File: config.mk
export PLATFORM = sky130hd
export DESIGN_NAME = asrp_ctrl
export DESIGN_NICKNAME = d
export VERILOG_FILES = /design/src/core/asrp_sync.v /design/src/core/asrp_span_decode.v /design/src/core/asrp_ctrl.v
export VERILOG_INCLUDE_DIRS = /design/src /design/src/core
export SDC_FILE = /design/constraint.sdc
export NUM_CORES = 1
export LEC_CHECK = 0
export ABC_AREA = 0
export BUFFER_PORTS_ARGS = -buffer_cell sky130_fd_sc_hd__buf_2
export CORE_AREA = 2 2 72 74
export CTS_CLUSTER_DIAMETER = 200
export CTS_CLUSTER_SIZE = 40
export DETAILED_ROUTE_END_ITERATION = 10
export DIE_AREA = 0 0 74 76
export PLACE_DENSITY = 0.89
export RECOVER_POWER = 50
export REMOVE_ABC_BUFFERS = 1
export SYNTH_ARGS = -nofsm -noshare
export SYNTH_HDL_FRONTEND = slang
export SYNTH_SLANG_ARGS = --single-unit
File: constraint.sdc
create_clock -name CLK -period 2.8 [get_ports CLK]
set_clock_uncertainty 0.2 [all_clocks]
set_input_delay 0.28 -clock CLK [delete_from_list [all_inputs] [get_ports CLK]]
set_output_delay 0.28 -clock CLK [all_outputs]
set_load 0.01 [all_outputs]
File: src/core/asrp_map.vh
// Frame layout, field positions, reset values and codes of the converter control block.
`ifndef ASRP_MAP_VH
`define ASRP_MAP_VH
// ============================================================
// Frame layout
`define ASRP_FRAME_BITS 16
`define ASRP_POS_WRITE 15
`define ASRP_POS_SEL1 14
`define ASRP_POS_SEL2 13
`define ASRP_SEL_CONFIG 2'b00
`define ASRP_SEL_SPAN 2'b01
`define ASRP_SEL_LIST 2'b11
`define ASRP_PD_EDGE 15
// ============================================================
// Configuration word fields
`define ASRP_CFG_ADDR_HI 11
`define ASRP_CFG_ADDR_LO 10
`define ASRP_CFG_MODE_HI 9
`define ASRP_CFG_MODE_LO 8
`define ASRP_CFG_PM_HI 7
`define ASRP_CFG_PM_LO 6
`define ASRP_CFG_CODING 5
`define ASRP_CFG_REF 4
`define ASRP_CFG_SEQ_HI 3
`define ASRP_CFG_SEQ_LO 2
// ============================================================
// Reset values
`define ASRP_CFG_RESET 12'h000
`define ASRP_SPAN_RESET 8'h00
`define ASRP_LIST_RESET 4'h0
// ============================================================
// Codes
`define ASRP_PM_NORMAL 2'b00
`define ASRP_PM_STANDBY 2'b01
`define ASRP_PM_AUTOSHUT 2'b10
`define ASRP_PM_FULLSHUT 2'b11
`define ASRP_SEQ_LIST 2'b01
`define ASRP_SEQ_CONSEC 2'b10
`define ASRP_SPAN_10V 2'b00
`define ASRP_SPAN_5V 2'b01
`define ASRP_SPAN_2V5 2'b10
`define ASRP_SPAN_UNI10 2'b11
`endif

File: src/core/asrp_sync.v
// Two-flop synchroniser with edge pulses for the serial pins.
`timescale 1ns/1ps
`default_nettype none
module asrp_sync (
    input wire clk,
    input wire rst_n,
    input wire din,
    output wire level,
    output wire rise,
    output wire fall
);
    reg s1_q;
    reg s2_q;
    reg s3_q;
    // ============================================================
    // The second and third flops feed the edge detector.
    always @(posedge clk or negedge rst_n) begin
        if (!rst_n) begin
            s1_q <= 1'b0;
            s2_q <= 1'b0;
            s3_q <= 1'b0;
        end else begin
            s1_q <= din;
            s2_q <= s1_q;
            s3_q <= s2_q;
        end
    end
    assign level = s2_q;
    assign rise = s2_q & ~s3_q;
    assign fall = ~s2_q & s3_q;
endmodule
`default_nettype wire

File: src/core/asrp_span_decode.v
// Decoder of a two-bit span code into one-hot span selects.
`timescale 1ns/1ps
`default_nettype none
`include "asrp_map.vh"
module asrp_span_decode (
    input wire [1:0] code,
    output reg [3:0] span_onehot
);
    // ============================================================
    // Bit 0: +-10 V, bit 1: +-5 V, bit 2: +-2.5 V, bit 3: 0 V to +10 V.
    always @* begin
        case (code)
            `ASRP_SPAN_10V: span_onehot = 4'h1;
            `ASRP_SPAN_5V: span_onehot = 4'h2;
            `ASRP_SPAN_2V5: span_onehot = 4'h4;
            default: span_onehot = 4'h8;
        endcase
    end
endmodule
`default_nettype wire

File: src/core/asrp_ctrl.v
// Configuration, power-mode and channel sequencer logic of the converter.
// Contract
// - Both power bits set: everything off, configuration word kept.
// - Power bits 10: automatic shutdown at the 15th shift clock rise.
// - Power bits 01: standby at the 15th rise, reference stays on.
// - Power bits 00: everything stays powered.
// - Sequencer bits 00 or 11: convert channel named by address bits.
// - Sequencer 01: listed channels, lowest first, ascending, wrapping.
// - Each sequenced channel uses its latest written span.
// - Sequencer 10: channels 0 to address bits, list ignored.
// - Channel list is a 4-bit write-only store, 1 includes channel.
// - Span store is 8 bits, two per channel, channel 0 highest.
// - Span store loads only for write bit 1 and select 01.
// - Span codes: 00 10V, 01 5V, 10 2.5V, 11 unipolar 10V.
// - After reset all spans are +-10 V and all stores default.
// - A selected channel is configured with its stored span.
// - List sequence runs on until a configuration or list word is written.
// - Span change needs stop 00, span write, restart 01 from first.
// - Consecutive mode survives idle frames; 00 write ends it.
// - Header: write 0 ignores; 00 config, 01 span, 11 list.
// - Configuration word resets to zero: normal power, traditional.
// - Auto modes wake at chip-select rise, sleep at 15th rise.
`timescale 1ns/1ps
`default_nettype none
`include "asrp_map.vh"
module asrp_ctrl (
    input wire CLK,
    input wire RSTN,
    input wire SCLK,
    input wire CS_N,
    input wire DIN,
    output reg [1:0] CHANNEL,
    output wire [1:0] SPAN_CODE,
    output wire [3:0] SPAN_SEL,
    output reg POWER_DOWN,
    output reg REF_POWER_DOWN,
    output wire [1:0] INPUT_MODE,
    output wire CODING,
    output wire REF_INTERNAL,
    output reg FRAME_DONE
);
    localparam ST_IDLE = 3'b001;
    localparam ST_SHIFT = 3'b010;
    localparam ST_DONE = 3'b100;

    wire sclk_rise;
    wire sclk_fall;
    wire cs_lvl;
    wire cs_rise;
    wire cs_fall;
    wire din_lvl;
    reg [2:0] st_q;
    reg [4:0] bit_cnt_q;
    reg [15:0] shift_q;
    reg [11:0] cfg_q;
    reg [7:0] span_q;
    reg [3:0] list_q;
    reg [1:0] ptr_q;
    reg seq_restart_q;
    reg asleep_q;
    reg [15:0] frame_d;
    reg [1:0] ptr_d;
    reg [1:0] chan_d;
    reg restart_d;
    reg pd_d;
    reg ref_pd_d;
    reg asleep_d;
    wire cfg_wr;
    wire span_wr;
    wire list_wr;
    wire [1:0] pm;
    wire [1:0] seq;
    wire [1:0] addr;
    wire list_mode;
    wire consec_mode;
    wire hdr_write;
    wire [1:0] hdr_sel;

    // ============================================================
    // Pin synchronisers
    asrp_sync u_sync_sclk (
        .clk(CLK),
        .rst_n(RSTN),
        .din(SCLK),
        .level(),
        .rise(sclk_rise),
        .fall(sclk_fall)
    );
    asrp_sync u_sync_cs (
        .clk(CLK),
        .rst_n(RSTN),
        .din(CS_N),
        .level(cs_lvl),
        .rise(cs_rise),
        .fall(cs_fall)
    );
    asrp_sync u_sync_din (
        .clk(CLK),
        .rst_n(RSTN),
        .din(DIN),
        .level(din_lvl),
        .rise(),
        .fall()
    );

    // ============================================================
    // Functions
    // Lowest flagged channel at or above start, wrapping; start if none.
    function [1:0] next_listed;
        input [3:0] list;
        input [1:0] start;
        integer i;
        reg found;
        reg [1:0] idx;
        begin
            found = 1'b0;
            next_listed = start;
            for (i = 0; i < 4; i = i + 1) begin
                idx = start + i[1:0];
                if (!found && list[idx]) begin
                    found = 1'b1;
                    next_listed = idx;
                end
            end
        end
    endfunction

    // Write strobe of one store, raised for the frame just completed.
    function hdr_hits;
        input done;
        input write;
        input [1:0] sel;
        input [1:0] target;
        begin
            hdr_hits = done & write & (sel == target);
        end
    endfunction

    // Span code of a channel, channel 0 in the top pair.
    function [1:0] span_of;
        input [7:0] span;
        input [1:0] ch;
        begin
            case (ch)
                2'd0: span_of = span[7:6];
                2'd1: span_of = span[5:4];
                2'd2: span_of = span[3:2];
                default: span_of = span[1:0];
            endcase
        end
    endfunction

    assign pm = {cfg_q[`ASRP_CFG_PM_HI], cfg_q[`ASRP_CFG_PM_LO]};
    assign seq = {cfg_q[`ASRP_CFG_SEQ_HI], cfg_q[`ASRP_CFG_SEQ_LO]};
    assign addr = {cfg_q[`ASRP_CFG_ADDR_HI], cfg_q[`ASRP_CFG_ADDR_LO]};
    assign list_mode = (seq == `ASRP_SEQ_LIST);
    assign consec_mode = (seq == `ASRP_SEQ_CONSEC);
    assign INPUT_MODE = {cfg_q[`ASRP_CFG_MODE_HI], cfg_q[`ASRP_CFG_MODE_LO]};
    assign CODING = cfg_q[`ASRP_CFG_CODING];
    assign REF_INTERNAL = cfg_q[`ASRP_CFG_REF];
    assign hdr_write = shift_q[`ASRP_POS_WRITE];
    assign hdr_sel = {shift_q[`ASRP_POS_SEL1], shift_q[`ASRP_POS_SEL2]};
    assign cfg_wr = hdr_hits(FRAME_DONE, hdr_write, hdr_sel, `ASRP_SEL_CONFIG);
    assign span_wr = hdr_hits(FRAME_DONE, hdr_write, hdr_sel, `ASRP_SEL_SPAN);
    assign list_wr = hdr_hits(FRAME_DONE, hdr_write, hdr_sel, `ASRP_SEL_LIST);

    // ============================================================
    // Frame receiver
    // Data is sampled on the falling shift clock edge, as the host
    // changes it with the rising one.
    always @* begin
        frame_d = {shift_q[14:0], din_lvl};
    end

    always @(posedge CLK or negedge RSTN) begin
        if (!RSTN) begin
            st_q <= ST_IDLE;
            bit_cnt_q <= 5'd0;
            shift_q <= 16'h0000;
            FRAME_DONE <= 1'b0;
        end else begin
            FRAME_DONE <= 1'b0;
            case (st_q)
                ST_IDLE: begin
                    if (cs_fall) begin
                        st_q <= ST_SHIFT;
                        bit_cnt_q <= 5'd0;
                    end
                end
                ST_SHIFT: begin
                    if (cs_lvl) begin
                        // A short frame writes no store, though a 15th shift clock rise in it still applies the power bits.
                        st_q <= ST_IDLE;
                    end else if (sclk_fall) begin
                        shift_q <= frame_d;
                        bit_cnt_q <= bit_cnt_q + 5'd1;
                        if (bit_cnt_q == 5'd15) begin
                            st_q <= ST_DONE;
                            FRAME_DONE <= 1'b1;
                        end
                    end
                end
                ST_DONE: begin
                    if (cs_lvl) begin
                        st_q <= ST_IDLE;
                    end
                end
                default: st_q <= ST_IDLE;
            endcase
        end
    end

    // ============================================================
    // Register stores
    // The stores are write-only, so nothing reads them back; a refused header
    // leaves all three untouched.
    always @(posedge CLK or negedge RSTN) begin
        if (!RSTN) begin
            cfg_q <= `ASRP_CFG_RESET;
            span_q <= `ASRP_SPAN_RESET;
            list_q <= `ASRP_LIST_RESET;
        end else begin
            if (cfg_wr) begin
                cfg_q <= shift_q[11:0];
            end
            if (span_wr) begin
                span_q <= shift_q[12:5];
            end
            if (list_wr) begin
                // Channel 0 arrives first, so the flags are turned round to
                // let bit n of the store flag channel n.
                list_q <= {shift_q[9], shift_q[10], shift_q[11], shift_q[12]};
            end
        end
    end

    // ============================================================
    // Channel sequencer
    // A configuration or list write restarts the run at its first channel;
    // a span write does not, so spans can be changed between stop and restart.
    // The restart is taken one cycle after the write, when the new mode bits
    // are in place, and is then dropped so that later frames advance the run.
    always @* begin
        restart_d = seq_restart_q;
        ptr_d = ptr_q;
        chan_d = CHANNEL;
        if (cfg_wr || list_wr) begin
            restart_d = 1'b1;
        end else if (seq_restart_q) begin
            restart_d = 1'b0;
        end
        if (list_mode) begin
            if (seq_restart_q) begin
                ptr_d = next_listed(list_q, 2'd0);
            end else if (FRAME_DONE) begin
                ptr_d = next_listed(list_q, ptr_q + 2'd1);
            end
            chan_d = ptr_q;
        end else if (consec_mode) begin
            if (seq_restart_q) begin
                ptr_d = 2'd0;
            end else if (FRAME_DONE) begin
                // Idle frames keep the run going.
                ptr_d = (ptr_q >= addr) ? 2'd0 : ptr_q + 2'd1;
            end
            chan_d = ptr_q;
        end else begin
            ptr_d = 2'd0;
            chan_d = addr;
        end
    end

    always @(posedge CLK or negedge RSTN) begin
        if (!RSTN) begin
            ptr_q <= 2'd0;
            seq_restart_q <= 1'b1;
            CHANNEL <= 2'd0;
        end else begin
            ptr_q <= ptr_d;
            seq_restart_q <= restart_d;
            CHANNEL <= chan_d;
        end
    end

    assign SPAN_CODE = span_of(span_q, CHANNEL);

    asrp_span_decode u_span (
        .code(SPAN_CODE),
        .span_onehot(SPAN_SEL)
    );

    // ============================================================
    // Power control
    // Changes take effect at the 15th rising shift clock edge of a frame, using
    // the power bits already held, so a new setting acts from the next frame.
    // Full shutdown is never left at chip-select rise, only by new power bits.
    always @* begin
        pd_d = POWER_DOWN;
        ref_pd_d = REF_POWER_DOWN;
        asleep_d = asleep_q;
        if (st_q == ST_SHIFT && sclk_rise && bit_cnt_q == 5'd14) begin
            case (pm)
                `ASRP_PM_FULLSHUT: begin
                    pd_d = 1'b1;
                    ref_pd_d = 1'b1;
                    asleep_d = 1'b0;
                end
                `ASRP_PM_AUTOSHUT: begin
                    pd_d = 1'b1;
                    ref_pd_d = 1'b1;
                    asleep_d = 1'b1;
                end
                `ASRP_PM_STANDBY: begin
                    pd_d = 1'b1;
                    ref_pd_d = 1'b0;
                    asleep_d = 1'b1;
                end
                default: begin
                    pd_d = 1'b0;
                    ref_pd_d = 1'b0;
                    asleep_d = 1'b0;
                end
            endcase
        end else if (cs_rise && asleep_q) begin
            pd_d = 1'b0;
            ref_pd_d = 1'b0;
            asleep_d = 1'b0;
        end
    end

    always @(posedge CLK or negedge RSTN) begin
        if (!RSTN) begin
            POWER_DOWN <= 1'b0;
            REF_POWER_DOWN <= 1'b0;
            asleep_q <= 1'b0;
        end else begin
            POWER_DOWN <= pd_d;
            REF_POWER_DOWN <= ref_pd_d;
            asleep_q <= asleep_d;
        end
    end
endmodule
`default_nettype wire

# After elaboration in Yosys (flattened, before gate mapping)

Cells that the tools add are included.

Logic and storage cells: 163
Output and inout port bits: 15
Input port bits: 5
Flip-flop bits (word level): 65

Reduce and logical (&&, ||, !) cells: 28
Add/sub/neg operators: 5
Order comparisons: 5
Bitwise gates (word level): 12
Eq/ne operators: 24
Multiplexer cells: 68

Operators with widths:

| cell                                                   | number |
|---|---|
| two-way mux 1 bit                                      | 38 |
| two-way mux 2 bit                                      | 14 |
| two-way mux 3 bit                                      | 5 |
| two-way mux 5 bit                                      | 3 |
| == test 2 bit (second input constant)                  | 6 |
| < comparator 2 x 3 -> 1 bit (second input constant)    | 4 |
| case mux 4 bit (3 select lines)                        | 1 |
| == test 2 x 1 -> 1 bit (second input constant)         | 5 |
| == test 5 x 4 -> 1 bit (second input constant)         | 2 |
| case mux 5 bit (2 select lines)                        | 1 |
| logical AND 1 bit                                      | 9 |
| case mux 3 bit (3 select lines)                        | 1 |
| bitwise AND 1 bit                                      | 8 |
| binary-select mux 1 bit (select 2 bit)                 | 4 |
| AND reduction 4 bit                                    | 2 |
| zero test 1 bit                                        | 6 |
| zero test 2 bit                                        | 3 |
| inequality test 2 bit (second input constant)          | 3 |
| inequality test 3 x 2 -> 1 bit (second input constant) | 2 |
| inequality test 3 bit (second input constant)          | 2 |
| case mux 2 bit (3 select lines)                        | 1 |
| adder 5 x 1 -> 5 bit (second input constant)           | 1 |
| adder 2 x 1 -> 2 bit (second input constant)           | 2 |
| adder 2 bit (second input constant)                    | 2 |
| 12 further kinds                                       | 17 |

# Logic depth before layout (Yosys ltp)

Depth after elaboration: 25
Gate-level depth with buffers: 6
Gate-level depth less buffers: 6

# Cells and area by module

Synthesis repeated with hierarchy kept, for this count alone.

Cells, all modules: 230
Area total of the unflattened synthesis: 2,864.0 um^2

By module, submodules not included:

| module           | area each (um^2) | cells each | times used | sequential area each (um^2) |
|---|---|---|---|---|
| asrp_ctrl        | 2,567.5          | 211        | 1          | 1,378.8 |
| asrp_sync        | 90.1             | 5          | 3          | 75.1 |
| asrp_span_decode | 26.3             | 4          | 1          | 0.0 |

# Least setup slack after synthesis

No wires, ideal clock.

Path kind: register to output
From: register CHANNEL[0]
To: output port SPAN_SEL[1]
Required time: 2.320 ns
Path slack: 1.085 ns
Stages on the path, launching flop included: 3
Buffers on the path: 0
Arrival time: 1.235 ns
Path through: dfrtp_1 > mux4_2 > nor2b_1

Word-level cells in the longest chain between the ends: 4
Elaborated cells between the ends (all ways): 8
Classes of those cells: eq/ne (4); mux (2); reduce/logical (2)

Ends and longest elaborated chain:

| item                                  | line                  | RTL |
|---|---|---|
| from (decl)                           | asrp_ctrl.v:32        | `output reg [1:0] CHANNEL,` |
| from (signal assigned)                | asrp_ctrl.v:281       | `CHANNEL <= chan_d;` |
| == test 2 bit (tied with other cells) | asrp_ctrl.v:144       | `case (ch)` |
| case mux 2 bit (3 select lines) *     | asrp_ctrl.v:144       |  |
| via SPAN_CODE[1]                      | asrp_ctrl.v:33        | `output wire [1:0] SPAN_CODE,` |
| == test 2 bit (tied with other cells) | asrp_span_decode.v:12 | `case (code)` |
| case mux 4 bit (3 select lines) *     | asrp_span_decode.v:12 |  |
| to (decl)                             | asrp_ctrl.v:34        | `output wire [3:0] SPAN_SEL,` |

The timed path passes the listed nets; every way through them passes the cells marked *.

# Worst setup path in the final report

From: register CHANNEL[0]
To: output port SPAN_SEL[3]

Word-level cells in the longest chain between the ends: 4
Elaborated cells between the ends (all ways): 8
Classes of those cells: eq/ne (4); mux (2); reduce/logical (2)

Ends and longest elaborated chain:

| item                                  | line |
|---|---|
| == test 2 bit (tied with other cells) | asrp_ctrl.v:144 |
| case mux 2 bit (3 select lines) *     | asrp_ctrl.v:144 |
| == test 2 bit (tied with other cells) | asrp_span_decode.v:12 |
| case mux 4 bit (3 select lines) *     | asrp_span_decode.v:12 |

Every way passes the cells marked *; elsewhere a longest branch is shown, timed or not.

==> impl_metrics.json <==
{
  "outcome": "complete, no violations",
  "synth_warnings": 0,
  "clkTransAtPathRegs_ps": 70,
  "syn_avg_cell_area_um2": 12.73,
  "grt_usage": 0.2023,
  "viasPerCell": 5.560,
  "cp-start-kind": "register",
  "place_ws_ps": 941.6,
  "fill_cells": 354,
  "die_area_um2": 5624,
  "hold_depth": 0,
  "final_util": 0.6437,
  "clock-sinks": 63,
  "slew_violations": 0,
  "place_congestion": 0.8272,
  "ir_drop_mv": 0.3460,
  "multi_input_area_um2": 1149,
  "insertion_delay_ps": 330,
  "critical_path_class": "reg2out",
  "vias": 1807,
  "rrSetupSlack_ps": 870,
  "diodes": 0,
  "rows": 26,
  "synth_ff_type": "dfrtp_1",
  "fmax_ghz": 0.4823,
  "power.density_nw_per_um2": 522.6,
  "root_buffer": "clkbuf_8",
  "hpwl_um": 3424,
  "yosys_register_bits": 63,
  "yosys.area.top_type": "dfrtp_1",
  "hp-start": "u_sync_sclk.s1_q",
  "r2r_start": "ptr_q[1]",
  "antenna_found_initial": 0,
  "synth.top_cell.area_share": 0.5401,
  "ctsResizeCount": 0,
  "critPathRequiredTime_ps": 2320,
  "dr.pass1.iters": 4,
  "cap_violations": 0,
  "nets": 263,
  "synthToLayoutAreaGrowth_pct": 11.86,
  "rr_worst_depth": 5,
  "instances_no_fill": 325,
  "wl_um": 4989,
  "critPathCaptureType": "output pin",
  "max-clock-path-buffers": 2,
  "drc": 0,
  "layout-drive-gt1-share": 0.2784,
  "cts_buffers": 9,
  "leakagePower_nw": 1.547,
  "die_height_um": 76,
  "wl_per_cell_um": 15.35,
  "async_flop_share": 1.000,
  "seq_area_um2": 1579,
  "grt_pass1_wl_um": 8549,
  "relSlewSlack": 0.4854,
  "dp_cells": 305,
  "coreArea_um2": 4912,
  "die_w_um": 74,
  "finalSetupViolCount": 0,
  "critPathArrivalTime_ps": 1590,
  "grt_max_degree": 36,
  "cp_max_fo": 5,
  "whs_endpoint": "u_sync_sclk.level",
  "drt_iter0_drc": 119,
  "syn_inst": 222,
  "whs_ps": 146.0,
  "synth_edf_count": 0,
  "worst_pin_slew_ps": 772.0,
  "rsz0062_at_grt": "no",
  "hold_buffers": 4,
  "htree_levels": 3,
  "start_util": 0.5754,
  "hold_class": "reg2reg",
  "yosys-top-cells-area": "dfrtp_1, mux2_2, ha_1",
  "post_cts_buffers": 0,
  "tns_ps": 0,
  "grt_remaining_overflow": 0,
  "pin_count": 20,
  "grt_pass1_vias": 1860,
  "cts_tree": "done",
  "final_hold_viol_count": 0,
  "fin_ws_ps": 726.4,
  "synth.distinct_cells": 49,
  "period_share": 0.7406,
  "ys_seq_area_frac": 0.5587,
  "ant_nets": 0,
  "syn_area_um2": 2826,
  "layout_min_cycle_time_ps": 2074,
  "io_buffers": 19,
  "worstReg2RegEnd": "ptr_q[0]"
}
## registers in the layout (all words and copies together) (netlist names), 2 cells and up
signal,flops
CHANNEL,2
st_q,3
cfg_q,10
list_q,4
span_q,8
ptr_q,2
bit_cnt_q,5
shift_q,16
## worst max-delay path by stage
stage                     startpoint     endpoint
after floorplan           FRAME_DONE    cfg_q[10]
after global placement      ptr_q[1]     ptr_q[0]
after detailed placement    ptr_q[1]     ptr_q[0]
after CTS                 CHANNEL[0]  SPAN_SEL[3]
after global routing            RSTN  shift_q[12]
final                     CHANNEL[0]  SPAN_SEL[3]
## where the power goes
| group | switching (mW) | leakage [nW] | internal [mW] |
|---|---|---|---|
| logic | 0.0256 | 0.605 | 0.0126 |
| registers | 0.00832 | 0.853 | 0.921 |
| clock network | 0.318 | 0.0894 | 0.367 |
| total | 0.352 | 1.55 | 1.30 |
## area by class of cell
type	count	share of cell area
Clock buffer	13	0.05026
Clock inverter	3	0.005540
Inverter	10	0.01187
Multi-Input combinational cell	141	0.3633
Sequential cell	63	0.4994
Tap cell	70	0.02770
Timing Repair Buffer	25	0.04195
## per-layer routing
layer / GRT usage / vias up / wire [µm]
met1: 0.2489 / 910 / 2129
li1: - / 848 / -
met3: 0.06746 / 12 / 197
met5: 0 / - / 0
met2: 0.3179 / 37 / 2566
met4: 0.09455 / 0 / 95
## Yosys cell counts, types with 3 or more instances
cell type,n
dfrtp_1,61
mux2_2,36
nand2_1,17
o21ai_0,12
inv_1,10
ha_1,8
nor2_1,7
a21oi_1,5
nor3_1,4
and3_1,3
buf_2,3
mux2i_1,3
nand2b_1,3
nor2b_1,3
## kinds of logic (layout without fill, tap and decap cells)
| family | count (synthesis) | in the layout | share of synthesized area |
|---|---|---|---|
| AO/OA/AOI/OAI | 31 | 31 | 0.07039 |
| XOR/XNOR | 3 | 3 | 0.01195 |
| adder cells (fa/ha/maj) | 8 | 8 | 0.03542 |
| buffers and inverters | 18 | 51 | 0.03054 |
| flip-flops | 63 | 63 | 0.5587 |
| multiplexers | 41 | 41 | 0.1700 |
| AND/OR/NAND/NOR | 58 | 58 | 0.1231 |
## worst max-delay path, cell delays in order (launching register included)
cell and delay [ps]:
dfrtp_1 410, mux4_2 560, and2_1 170, buf_2 130
## placed cells by master (no fill, tap or decap), types with 3 or more instances in the layout
master          n
nor2b_1         3
clkbuf_1       12
dlygate4sd3_1   4
nor2_1          7
a21oi_1         5
clkbuf_8       11
o21ai_0        12
ha_1            8
nand2_1        17
mux2i_1         3
inv_1          10
and3_1          3
dfrtp_1        61
buf_2          10
nor3_1          5
mux2_2         36
nand2b_1        3
## through the flow
stage | total power [mW] | area, µm²
finish | 1.652 | 3162
global route | 1.724 | 3162
detailed placement | 0.9839 | 2988
floorplan | 0.9558 | 2778
CTS | 1.676 | 3204
global placement | 0.9820 | 2988
Note: power is estimated with default switching activity, not from simulation.
